<file path="src/hw/sar_adc_control_map.vh">
`ifndef SAR_ADC_CONTROL_MAP_VH
`define SAR_ADC_CONTROL_MAP_VH

// Register byte offsets
`define ADC_CTRL_STATUS_OFF 8'h00
`define ADC_RESULT_OFF 8'h04
`define ADC_CLOCK_OFF 8'h08

// Control/status fields
`define CS_COMPLETE_BIT 7
`define CS_IRQ_EN_BIT 6
`define CS_CONT_BIT 5
`define CS_CHAN_MSB 4
`define CS_CHAN_LSB 0

// Clock register fields
`define CLK_DIV_MSB 2
`define CLK_DIV_LSB 0
`define CLK_SRC_BIT 4

// Reset values
`define CS_RESET 8'h1f
`define CLK_RESET 8'h00
`define RESULT_RESET 8'h00

// Channel codes
`define CHAN_PIN_LAST 5'h05
`define CHAN_REF_HIGH 5'h1d
`define CHAN_REF_LOW 5'h1e
`define CHAN_POWER_OFF 5'h1f

// Converter clock ticks per conversion after the sync tick
`define CONV_TICKS 5'h10
`define SAR_BITS 5'h08

`endif

</file>
<file path="src/hw/sar_adc_control.v">
// Implementation choices: the AHB-Lite register port and the placing of the registers.
`timescale 1ns/10ps
`include "sar_adc_control_map.vh"

// Overview of operation
// - Codes 0-5 select port pins; 6-28 reserved
// - All-ones channel code powers converter off
// - Codes 29/30 select high/low reference nodes
// - Selected pin forced input; others normal GPIO
// - Port writes ignored on selected pin
// - Port read of selected pin returns zero
// - Full scale FF, zero 00, saturating linear
// - Control write starts 16-17 tick conversion
// - Continuous mode overwrites result, keeps converting
// - Continuous complete flag holds until write/read
// - Single mode: one conversion per write
// - With irq off, complete flag set on done, cleared write/read
// - With irq enabled bit selects CPU/DMA
// - Interrupt at conversion end, drop on read/write
// - Reset clears enable, continuous, complete bits
// - Keeps converting in wait; irq wakes
// - Stop aborts conversion, resumes on exit
// - Single 8-bit result loaded per conversion
module sar_adc_control #(
   parameter NUM_PINS = 6
) (
   // Clock and reset
   input wire hclk,
   input wire hresetn,
   // AHB-Lite slave
   input wire hsel,
   input wire [31:0] haddr,
   input wire [1:0] htrans,
   input wire hwrite,
   input wire [2:0] hsize,
   input wire [31:0] hwdata,
   input wire hready,
   output wire [31:0] hrdata,
   output wire hreadyout,
   output wire hresp,
   // External converter clock source, one-cycle enable
   input wire ext_clk_en,
   // Power modes
   input wire wait_mode,
   input wire stop_mode,
   // Analog front end
   output wire [4:0] mux_select,
   output wire converter_power,
   output wire [7:0] dac_code,
   input wire comp_above,
   // Port pin sharing
   input wire [NUM_PINS-1:0] port_data,
   input wire [NUM_PINS-1:0] port_dir,
   output wire [NUM_PINS-1:0] port_read,
   input wire [NUM_PINS-1:0] analog_port_pins_in,
   output wire [NUM_PINS-1:0] analog_port_pins_out,
   output wire [NUM_PINS-1:0] analog_port_pins_oe,
   // Service requests
   output wire cpu_irq,
   output wire dma_req,
   output wire wake_req
);

   localparam ST_IDLE = 3'b001;
   localparam ST_SYNC = 3'b010;
   localparam ST_CONV = 3'b100;
   // Reset words narrowed to their fields
   localparam [7:0] CS_RST = `CS_RESET;
   localparam [7:0] CLK_RST = `CLK_RESET;

   reg [2:0] state_reg;
   reg [2:0] state_next;
   reg [4:0] chan_reg;
   reg cont_reg;
   reg irq_en_reg;
   reg complete_reg;
   reg complete_next;
   reg [2:0] div_reg;
   reg src_reg;
   reg [7:0] result_reg;
   reg [7:0] trial_reg;
   reg [7:0] trial_next;
   reg [4:0] cnt_reg;
   reg [4:0] cnt_next;
   reg [3:0] div_cnt_reg;
   reg irq_pend_reg;
   reg irq_pend_next;
   reg resume_reg;
   reg resume_next;
   reg stop_d_reg;
   reg dp_write_reg;
   reg dp_read_reg;
   reg [7:0] dp_addr_reg;
   reg [3:0] div_limit;
   reg [NUM_PINS-1:0] pin_hit;
   reg [31:0] rdata;
   integer i;

   wire ap_valid;
   wire cs_write;
   wire res_read;
   wire clk_write;
   wire src_en;
   wire adc_tick;
   wire powered;
   wire pin_chan;
   wire ref_chan;
   wire reserved_chan;
   wire comp_ok;
   wire conv_done;
   wire stop_exit;
   wire new_irq_en;
   wire [2:0] bit_idx;

   // AHB address phase capture
   assign ap_valid = hsel & hready & htrans[1];

   always @(posedge hclk or negedge hresetn) begin
      if (!hresetn) begin
         dp_write_reg <= 1'b0;
         dp_read_reg <= 1'b0;
         dp_addr_reg <= 8'h00;
      end else begin
         if (hready) begin
            dp_write_reg <= ap_valid & hwrite;
            dp_read_reg <= ap_valid & ~hwrite;
            dp_addr_reg <= haddr[7:0];
         end
      end
   end

   assign hreadyout = 1'b1;
   assign hresp = 1'b0;
   assign cs_write = dp_write_reg & (dp_addr_reg == `ADC_CTRL_STATUS_OFF);
   assign clk_write = dp_write_reg & (dp_addr_reg == `ADC_CLOCK_OFF);
   assign res_read = dp_read_reg & (dp_addr_reg == `ADC_RESULT_OFF);
   assign new_irq_en = hwdata[`CS_IRQ_EN_BIT];

   always @* begin
      rdata = 32'h00000000;
      case (dp_addr_reg)
         `ADC_CTRL_STATUS_OFF: rdata[7:0] = {complete_reg, irq_en_reg, cont_reg, chan_reg};
         `ADC_RESULT_OFF: rdata[7:0] = result_reg;
         `ADC_CLOCK_OFF: rdata[7:0] = {3'h0, src_reg, 1'b0, div_reg};
         default: rdata = 32'h00000000;
      endcase
   end

   // Zero outside a read data phase
   assign hrdata = dp_read_reg ? rdata : 32'h00000000;

   // Channel decode
   // pin channel decode
   assign pin_chan = (chan_reg <= `CHAN_PIN_LAST);
   assign ref_chan = (chan_reg == `CHAN_REF_HIGH) | (chan_reg == `CHAN_REF_LOW);
   assign reserved_chan = ~pin_chan & ~ref_chan;
   assign powered = (chan_reg != `CHAN_POWER_OFF) & ~stop_mode;
   assign converter_power = powered;
   assign mux_select = chan_reg;
   assign comp_ok = comp_above & ~reserved_chan;

   // Port pin override
   always @* begin
      for (i = 0; i < NUM_PINS; i = i + 1) begin
         pin_hit[i] = pin_chan & (chan_reg == i[4:0]);
      end
   end

   assign analog_port_pins_oe = port_dir & ~pin_hit;
   // port writes blocked on selected pin
   assign analog_port_pins_out = port_data & ~pin_hit;
   assign port_read = analog_port_pins_in & ~pin_hit;

   // Converter clock divider, ratios 1/2/4/8/16
   always @* begin
      case (div_reg)
         3'h0: div_limit = 4'h0;
         3'h1: div_limit = 4'h1;
         3'h2: div_limit = 4'h3;
         3'h3: div_limit = 4'h7;
         default: div_limit = 4'hf;
      endcase
   end

   assign src_en = src_reg ? 1'b1 : ext_clk_en;
   assign adc_tick = src_en & (div_cnt_reg >= div_limit);

   // Divider parked while converter is off
   always @(posedge hclk or negedge hresetn) begin
      if (!hresetn) begin
         div_cnt_reg <= 4'h0;
      end else if (!powered) begin
         div_cnt_reg <= 4'h0;
      end else if (src_en) begin
         if (div_cnt_reg >= div_limit) begin
            div_cnt_reg <= 4'h0;
         end else begin
            div_cnt_reg <= div_cnt_reg + 4'h1;
         end
      end
   end

   // Conversion sequencer
   assign conv_done = (state_reg == ST_CONV) & adc_tick & (cnt_reg == `CONV_TICKS - 5'h1);
   // Stop exit seen in the first cycle that stop_mode is low
   assign stop_exit = stop_d_reg & ~stop_mode;
   assign bit_idx = 3'h7 - cnt_reg[2:0];
   assign dac_code = trial_reg;

   always @* begin
      state_next = state_reg;
      case (state_reg)
         ST_IDLE: begin
            if (cs_write & (hwdata[4:0] != `CHAN_POWER_OFF)) begin
               state_next = ST_SYNC;
            end else if (stop_exit & powered & (resume_reg | cont_reg)) begin
               state_next = ST_SYNC;
            end
         end
         ST_SYNC: begin
            if (adc_tick) begin
               state_next = ST_CONV;
            end
         end
         ST_CONV: begin
            if (conv_done) begin
               state_next = cont_reg ? ST_SYNC : ST_IDLE;
            end
         end
         default: state_next = ST_IDLE;
      endcase
      // A control write restarts the sequence, or idles it on the power-off code
      if (cs_write & (state_reg != ST_IDLE)) begin
         state_next = (hwdata[4:0] != `CHAN_POWER_OFF) ? ST_SYNC : ST_IDLE;
      end
      if (stop_mode | ~powered & ~cs_write) begin
         state_next = ST_IDLE;
      end
   end

   // Successive approximation datapath
   always @* begin
      cnt_next = cnt_reg;
      trial_next = trial_reg;
      if (state_next == ST_SYNC) begin
         cnt_next = 5'h00;
         trial_next = 8'h80;
      end else if ((state_reg == ST_CONV) & adc_tick) begin
         cnt_next = cnt_reg + 5'h1;
         if (cnt_reg < `SAR_BITS) begin
            if (!comp_ok) begin
               trial_next[bit_idx] = 1'b0;
            end
            if (cnt_reg < `SAR_BITS - 5'h1) begin
               trial_next[bit_idx - 3'h1] = 1'b1;
            end
         end
      end
   end

   // Stop resume bookkeeping
   always @* begin
      resume_next = resume_reg;
      if (stop_mode & (state_reg != ST_IDLE)) begin
         resume_next = 1'b1;
      end else if (stop_exit | cs_write) begin
         resume_next = 1'b0;
      end
   end

   always @(posedge hclk or negedge hresetn) begin
      if (!hresetn) begin
         state_reg <= ST_IDLE;
         cnt_reg <= 5'h00;
         trial_reg <= 8'h00;
         result_reg <= `RESULT_RESET;
         resume_reg <= 1'b0;
         stop_d_reg <= 1'b0;
      end else begin
         state_reg <= state_next;
         stop_d_reg <= stop_mode;
         resume_reg <= resume_next;
         cnt_reg <= cnt_next;
         trial_reg <= trial_next;
         if (conv_done) begin
            result_reg <= trial_reg;
         end
      end
   end

   // Clock register
   always @(posedge hclk or negedge hresetn) begin
      if (!hresetn) begin
         div_reg <= CLK_RST[2:0];
         src_reg <= 1'b0;
      end else if (clk_write) begin
         div_reg <= hwdata[`CLK_DIV_MSB:`CLK_DIV_LSB];
         src_reg <= hwdata[`CLK_SRC_BIT];
      end
   end

   // Flag and request; completion wins over a clear, except a write that sets irq enable
   always @* begin
      complete_next = complete_reg;
      irq_pend_next = irq_pend_reg;
      if (conv_done & ~irq_en_reg & ~(cs_write & new_irq_en)) begin
         complete_next = 1'b1;
      end else if (cs_write) begin
         complete_next = new_irq_en ? hwdata[`CS_COMPLETE_BIT] : 1'b0;
      end else if (res_read & ~irq_en_reg) begin
         complete_next = 1'b0;
      end
      if (conv_done & irq_en_reg) begin
         irq_pend_next = 1'b1;
      end else if (cs_write | res_read) begin
         irq_pend_next = 1'b0;
      end
   end

   // Control/status register
   always @(posedge hclk or negedge hresetn) begin
      if (!hresetn) begin
         chan_reg <= CS_RST[4:0];
         cont_reg <= 1'b0;
         irq_en_reg <= 1'b0;
         complete_reg <= 1'b0;
         irq_pend_reg <= 1'b0;
      end else begin
         if (cs_write) begin
            chan_reg <= hwdata[`CS_CHAN_MSB:`CS_CHAN_LSB];
            cont_reg <= hwdata[`CS_CONT_BIT];
            irq_en_reg <= new_irq_en;
         end
         complete_reg <= complete_next;
         irq_pend_reg <= irq_pend_next;
      end
   end

   assign cpu_irq = irq_pend_reg & irq_en_reg & ~complete_reg;
   assign dma_req = irq_pend_reg & irq_en_reg & complete_reg;
   assign wake_req = cpu_irq & wait_mode;

endmodule // sar_adc_control

</file>
<file path="config.mk">
export PLATFORM = sky130hd
export DESIGN_NAME = sar_adc_control
export DESIGN_NICKNAME = d
export VERILOG_FILES = /design/src/hw/sar_adc_control.v
export VERILOG_INCLUDE_DIRS = /design/src /design/src/hw
export SDC_FILE = /design/constraint.sdc
export NUM_CORES = 1
export LEC_CHECK = 0
export BUFFER_PORTS_ARGS = -buffer_cell sky130_fd_sc_hd__buf_2
export CORE_MARGIN = 2
export CORE_UTILIZATION = 46
export DETAILED_ROUTE_END_ITERATION = 16
export GPL_TIMING_DRIVEN = 1
export PLACE_DENSITY = 0.79
export SLEW_MARGIN = 30
export SYNTH_ARGS = -nofsm -noshare
export SYNTH_HDL_FRONTEND = slang
export SYNTH_SLANG_ARGS = --single-unit
</file>
<file path="constraint.sdc">
create_clock -name hclk -period 3.4 [get_ports hclk]
set_input_delay 0.34 -clock hclk [delete_from_list [all_inputs] [get_ports hclk]]
set_output_delay 0.34 -clock hclk [all_outputs]
set_load 0.005 [all_outputs]
</file>
# Word-level counts from Yosys, hierarchy flattened
# Index checks and enable logic that the tools add are counted.
dict set report totals {
  inputBits 96
  register_bits 53
}
dict set report classes {
  n_bitwise 57
  muxes 38
  reduce_logical 11
  add_sub_neg 4
  n_lt_le_gt_ge 8
  n_eq_ne 21
}
# cell count
set ops {}
lappend ops {{$mux W8} 9}
lappend ops {{$and A1 B1 Y1} 35}
lappend ops {{$pmux W8 S3} 1}
lappend ops {{$and A6 B6 Y6} 3}
lappend ops {{$mux W3} 6}
lappend ops {{$pmux W4 S4} 1}
lappend ops {{$eq A3 B2 Y1 const B} 4}
lappend ops {{$mux W4} 3}
lappend ops {{$mux W1} 11}
lappend ops {{$eq A5 B2 Y1 const B} 2}
lappend ops {{$eq A5 B3 Y1 const B} 2}
lappend ops {{$eq A5 B5 Y1 const B} 2}
lappend ops {{$mux W5} 2}
lappend ops {{$ne A5 B5 Y1 const B} 2}
lappend ops {{$not A1 Y1} 10}
lappend ops {{$pmux W3 S3} 1}
lappend ops {{$and A8 B8 Y8} 1}
lappend ops {{$eq A8 B3 Y1 const B} 1}
lappend ops {{$eq A8 B4 Y1 const B} 1}
lappend ops {{$logic_not A8 Y1} 1}
lappend ops {{$lt A3 B4 Y1 const B} 2}
lappend ops {{$not A8 Y8} 1}
lappend ops {{$or A8 B8 Y8} 1}
lappend ops {{$reduce_bool A2 Y1} 4}
lappend ops {{24 further kinds} 33}

# Logic depth before layout (Yosys ltp)
dict set report depth {
  word_depth 17
  depth_mapped 9
}

# Worst setup path before layout
# No wires, ideal clock.
dict set report synth_path {
  kind {register to register}
  start {register div_reg[1]}
  end {register trial_reg[3], in the netlist dac_code[3]}
  path_stages_with_launch 10
  path_slack_ns 0.695
  setup_time_ns 0.130
  arrival_time_ns 2.574
  synth_period_minus_slack_ns 2.705
  path_buffers 1
  required_ns 3.270
  path_cell_list {dfrtp_1 or3_1 ha_1 nand2b_1 a2111oi_4 or3_1 a221oi_1 a211oi_2 buf_6 a21oi_1}
}
dict set report synth_via {
  elab_chain_len 13
  elab_cells_between_ends 19
  classes_between {order compare (1); eq/ne (4); mux (7); bitwise (3); reduce/logical (4)}
}
# element line_no
set synth_rtl {}
lappend synth_rtl {{from (decl)} sar_adc_control.v:78} ;# reg [2:0] div_reg;
lappend synth_rtl {{from (signal assigned)} sar_adc_control.v:294} ;# div_reg <= CLK_RST[2:0];
lappend synth_rtl {{from (signal assigned)} sar_adc_control.v:297} ;# div_reg <= hwdata[`CLK_DIV_MSB:`CLK_DIV_LSB];
lappend synth_rtl {{$eq A3 B2 Y1 (tied with other cells)} sar_adc_control.v:176} ;# case (div_reg)
lappend synth_rtl {{$pmux W4 S4 (*)} sar_adc_control.v:176}
lappend synth_rtl {{$ge A4 B4 Y1 (*)} sar_adc_control.v:186} ;# assign adc_tick = src_en & (div_cnt_reg >= div_limit);
lappend synth_rtl {{$and A1 B1 Y1 (*)} sar_adc_control.v:186}
lappend synth_rtl {{$and A1 B1 Y1 (2 in a row)} sar_adc_control.v:204} ;# assign conv_done = (state_reg == ST_CONV) & adc_tick & (cnt_reg == `CONV_TICKS - 5'h1);
lappend synth_rtl {{$mux W3} sar_adc_control.v:226} ;# if (conv_done) begin
lappend synth_rtl {{$pmux W3 S3 (*)} sar_adc_control.v:212} ;# case (state_reg)
lappend synth_rtl {{$mux W3 (*)} sar_adc_control.v:233} ;# if (cs_write & (state_reg != ST_IDLE)) begin
lappend synth_rtl {{$mux W3 (*)} sar_adc_control.v:236} ;# if (stop_mode | ~powered & ~cs_write) begin
lappend synth_rtl {{named net state_next[1]} sar_adc_control.v:72} ;# reg [2:0] state_next;
lappend synth_rtl {{$eq A3 B2 Y1 (*)} sar_adc_control.v:245} ;# if (state_next == ST_SYNC) begin
lappend synth_rtl {{$reduce_bool A2 Y1 (no line)} --}
lappend synth_rtl {{$reduce_and A2 Y1 (no line)} --}
lappend synth_rtl {{to (signal assigned)} sar_adc_control.v:284} ;# trial_reg <= trial_next;
lappend synth_rtl {{to (decl)} sar_adc_control.v:81} ;# reg [7:0] trial_reg;
# The timed path passes the listed nets; every way through them passes the cells marked *.
# A chain may end at the register's enable or synchronous reset.

# Worst setup path after layout
dict set report layout_path {
  start {register div_reg[1]}
  end {register cnt_reg[4]}
}
dict set report layout_via {
  elab_chain_len 12
  elab_cells_between_ends 17
  classes_between {order compare (1); eq/ne (4); mux (7); bitwise (3); reduce/logical (2)}
}
# element line_no
set layout_rtl {}
lappend layout_rtl {{$eq A3 B2 Y1 (tied with other cells)} sar_adc_control.v:176}
lappend layout_rtl {{$pmux W4 S4 (*)} sar_adc_control.v:176}
lappend layout_rtl {{$ge A4 B4 Y1 (*)} sar_adc_control.v:186}
lappend layout_rtl {{$and A1 B1 Y1 (*)} sar_adc_control.v:186}
lappend layout_rtl {{$and A1 B1 Y1} {sar_adc_control.v:204, sar_adc_control.v:248}}
lappend layout_rtl {{$and A1 B1 Y1} sar_adc_control.v:204}
lappend layout_rtl {{$mux W3} sar_adc_control.v:226}
lappend layout_rtl {{$pmux W3 S3} sar_adc_control.v:212}
lappend layout_rtl {{$mux W3} sar_adc_control.v:233}
lappend layout_rtl {{$mux W3} sar_adc_control.v:236}
lappend layout_rtl {{$eq A3 B2 Y1} sar_adc_control.v:245}
lappend layout_rtl {{$mux W5 / $reduce_bool A2 Y1 (equally long branches)} --}
lappend layout_rtl {{to (signal assigned)} sar_adc_control.v:283} ;# cnt_reg <= cnt_next;
lappend layout_rtl {{to (decl)} sar_adc_control.v:83} ;# reg [4:0] cnt_reg;
# Every way passes the cells marked *; elsewhere a longest branch is shown, timed or not.

==> impl_metrics.py <==
metrics = {
    "sta": {
        "timing.hold.ws_ns": 0.03877,
        "finalSetupViolations": 0,
        "setup_tns_ns": 0,
        "drv_slew": 0,
        "skew_ns": 0.01321,
        "fmax_mhz": 347.3,
        "slew_headroom": 0.5588,
        "layout_min_cycle_time_ns": 2.879,
        "hold_viol_final": 0,
        "tightest_slew_ns": 0.6619,
        "rsz0062_at_grt": "no",
        "setup_ws_ns": 0.5210,
        "min_period_over_period": 0.8468,
    },
    "power": {
        "seq_power_share": 0.516,
        "power_frac_comb": 0.167,
        "power_density_mw_per_mm2": 368.1,
        "total_power_mw": 1.384,
        "power.leakage_nw": 1.804,
        "switching_share": 0.2757,
        "p_switching_uw": 381.6,
        "internal_power_mw": 1.003,
        "power.share.clock": 0.317,
        "ir_drop_mv": 0.2486,
    },
    "drt": {
        "wire_per_inst_um": 14.26,
        "antenna_left": 0,
        "drt-total-wl_um": 7301,
        "drt_pre_antenna_iters": 6,
        "vias_per_cell": 5.139,
        "drc_errors": 0,
        "vias": 2631,
        "drt-initial-drc-count": 151,
    },
    "worst_setup_path": {
        "critPathKind": "flop to flop",
        "endpoint_kind": "flop",
        "crit_required_ns": 3.57,
        "worstPathArrival_ns": 3.05,
        "path_buf_inv": 1,
        "rrSetupSlack_ns": 0.52,
        "path_cells": "or3_1, ha_1, nand2b_1, a2111oi_4, or3_1, a221oi_1, a211oi_2, buf_4, a211oi_1",
        "crit_path_max_incr_delay_ns": 0.58,
        "worstSetupStartpoint": "div_reg[1]$_DFFE_PN0P_",
        "cpMaxStageDelayCell": "a2111oi_4",
        "crit_top_cell": "or3_1",
        "crit_family": "compound AO/OA/AOI/OAI gates",
        "crit_path_max_fanout": 14,
        "start_kind": "flop",
        "r2r-start": "div_reg[1]$_DFFE_PN0P_",
    },
    "global_route": {
        "grt_pass1_wl_um": 11630,
        "antenna_found_initial": 0,
        "grt_overflow": 0,
        "grt_max_degree": 31,
        "grt.total_usage": 0.1922,
        "grt_pass1_vias": 2507,
    },
    "cells_and_area": {
        "fillers": 603,
        "instances_no_fill": 512,
        "final_area_sq_mm": 0.003760,
        "multi_input_area_sq_mm": 0.001710,
        "drive_above_1_share": 0.3413,
        "diodes": 0,
        "area_delta_synth_final_pct": 16.25,
        "seqCellArea_sq_mm": 0.001334,
        "fin_util": 0.5534,
        "fin_nets": 518,
    },
    "clock_network": {
        "cts-resized-gates": 0,
        "cts_num_sinks": 53,
        "cts_tree": "built",
        "clock_path_buffers": 2,
        "htree_levels": 2,
        "clk_pin_slew_ns": 0.10,
        "numCtsBuffers": 5,
        "cts_setup_buffers": 0,
        "insertion_delay_ns": 0.32,
        "cts_root_buffer": "clkbuf_8",
        "cts_hold_buf": 0,
    },
    "place": {
        "routabilityCongestion": 0.9120,
        "hpwl_um": 5644,
        "pre_cts_slack_ns": 0.5533,
        "port_buffers": 86,
        "placed_area_sq_mm": 0.003647,
        "placedCellCount": 504,
    },
    "yosys": {
        "synth_ff_type": "dfrtp_1",
        "mappedNetlistArea_sq_mm": 0.003234,
        "synth_seq_cells": 53,
        "synth.largest_area_cell": "dfrtp_1",
        "synth.distinct_cells": 50,
        "synthCells": 333,
        "ys_top_cells_by_count": "47 x dfrtp_1, 28 x nand2_1, 28 x nor2_1, 26 x buf_4, 25 x mux2_2",
        "synthArstFlopShare": 1.000,
        "seq_area_frac_synth": 0.4124,
        "synthTopCellsByArea": "dfrtp_1 36%, mux2_2 8.7%, buf_4 6.0%",
        "postSynthAreaPerCell_sq_um": 9.713,
        "yosys.area.top_type_share": 0.3636,
        "synth_most_common_cell": "dfrtp_1",
        "synth-edff-count": 0,
        "yosys_warnings": 0,
    },
    "run": {
        "maxCapViolCount": 0,
    },
    "outcome": {
        "status": "finished clean",
    },
    "die": {
        "die_area_sq_mm": 0.007718,
        "coreArea_sq_mm": 0.006794,
        "num_rows": 30,
        "ioPinCount": 165,
        "die_h_um": 87.85,
        "die_w_um": 87.85,
        "initial_utilization": 0.4761,
    },
    "min_path": {
        "hp-class": "input pin to async pin",
    },
}
[placed cells by master, fill, tap and decap left out, drive strengths merged, types with 2 or more instances in the layout]
master / n
buf: 89
dfrtp: 47
nor2: 28
nand2: 28
conb: 26
mux2: 25
and2: 18
a21oi: 17
o21ai: 9
mux2i: 9
inv: 9
nand3: 7
nor3: 7
ha: 7
or2: 7
nand4: 6
dfstp: 6
and3: 5
xnor2: 5
nor2b: 5
xor2: 5
clkbuf: 5
nand2b: 5
nand3b: 4
a31oi: 4
o31ai: 4
or3: 3
nor3b: 3
nor4: 3
a211oi: 3
o211ai: 2
o41ai: 2
[power by group through the flow]
stage          Combinational, mW  Clock, mW  Sequential (mW)
6_report                   0.231      0.438            0.715
5_1_grt                    0.261      0.475            0.722
4_1_cts                    0.233      0.444            0.714
3_5_place_dp               0.232          0            0.726
3_3_place_gp               0.222          0            0.724
2_1_floorplan              0.180          0            0.705
[logic make-up after synthesis]
kind of cell             synth area share
XOR/XNOR                          0.02708
buffers and inverters             0.08666
adder cells (fa/ha/maj)           0.02708
other                            0.002322
AND/OR/NAND/NOR                    0.2298
AO/OA/AOI/OAI                     0.09981
flip-flops                         0.4124
multiplexers                       0.1149
[layer usage]
layer	up-vias	share of wire	global-route usage
met3	9	0.056	0.04524
met5	-	0	0
met4	0	0.011	0.05315
met2	76	0.50	0.3216
met1	1272	0.43	0.2504
li1	1274	-	-
[worst reg2reg max path: cells and delay by family (launching register included)]
family	cells	cell delay [ns]
simple gates	3	0.83
fa+ha+maj	1	0.27
compound gates	4	0.99
buf+inv	1	0.23
flops	1	0.43
[path summary, 6_finish.rpt]
check | depth (start not counted) | to
hold reg to reg | 1 | resume_reg$_DFFE_PN0P_
hold / removal | 1 | dac_code[7]$_DFFE_PN0P_
setup / recovery | 9 | cnt_reg[4]$_DFFE_PN0P_
max in group asynchronous | 2 | state_reg[0]$_DFF_PN1_
min in group hclk | 1 | stop_d_reg$_DFF_PN0_
setup reg to reg | 9 | cnt_reg[4]$_DFFE_PN0P_
[area by class of cell]
class                           instances  area share
Multi-Input combinational cell        258      0.4549
Sequential cell                        53      0.3547
Timing Repair Buffer                   89      0.1205
Tap cell                               96     0.03195
Clock buffer                            5     0.01830
Clock inverter                          3     0.01165
Inverter                                8    0.007987
Power figures use the tool's default switching activity.
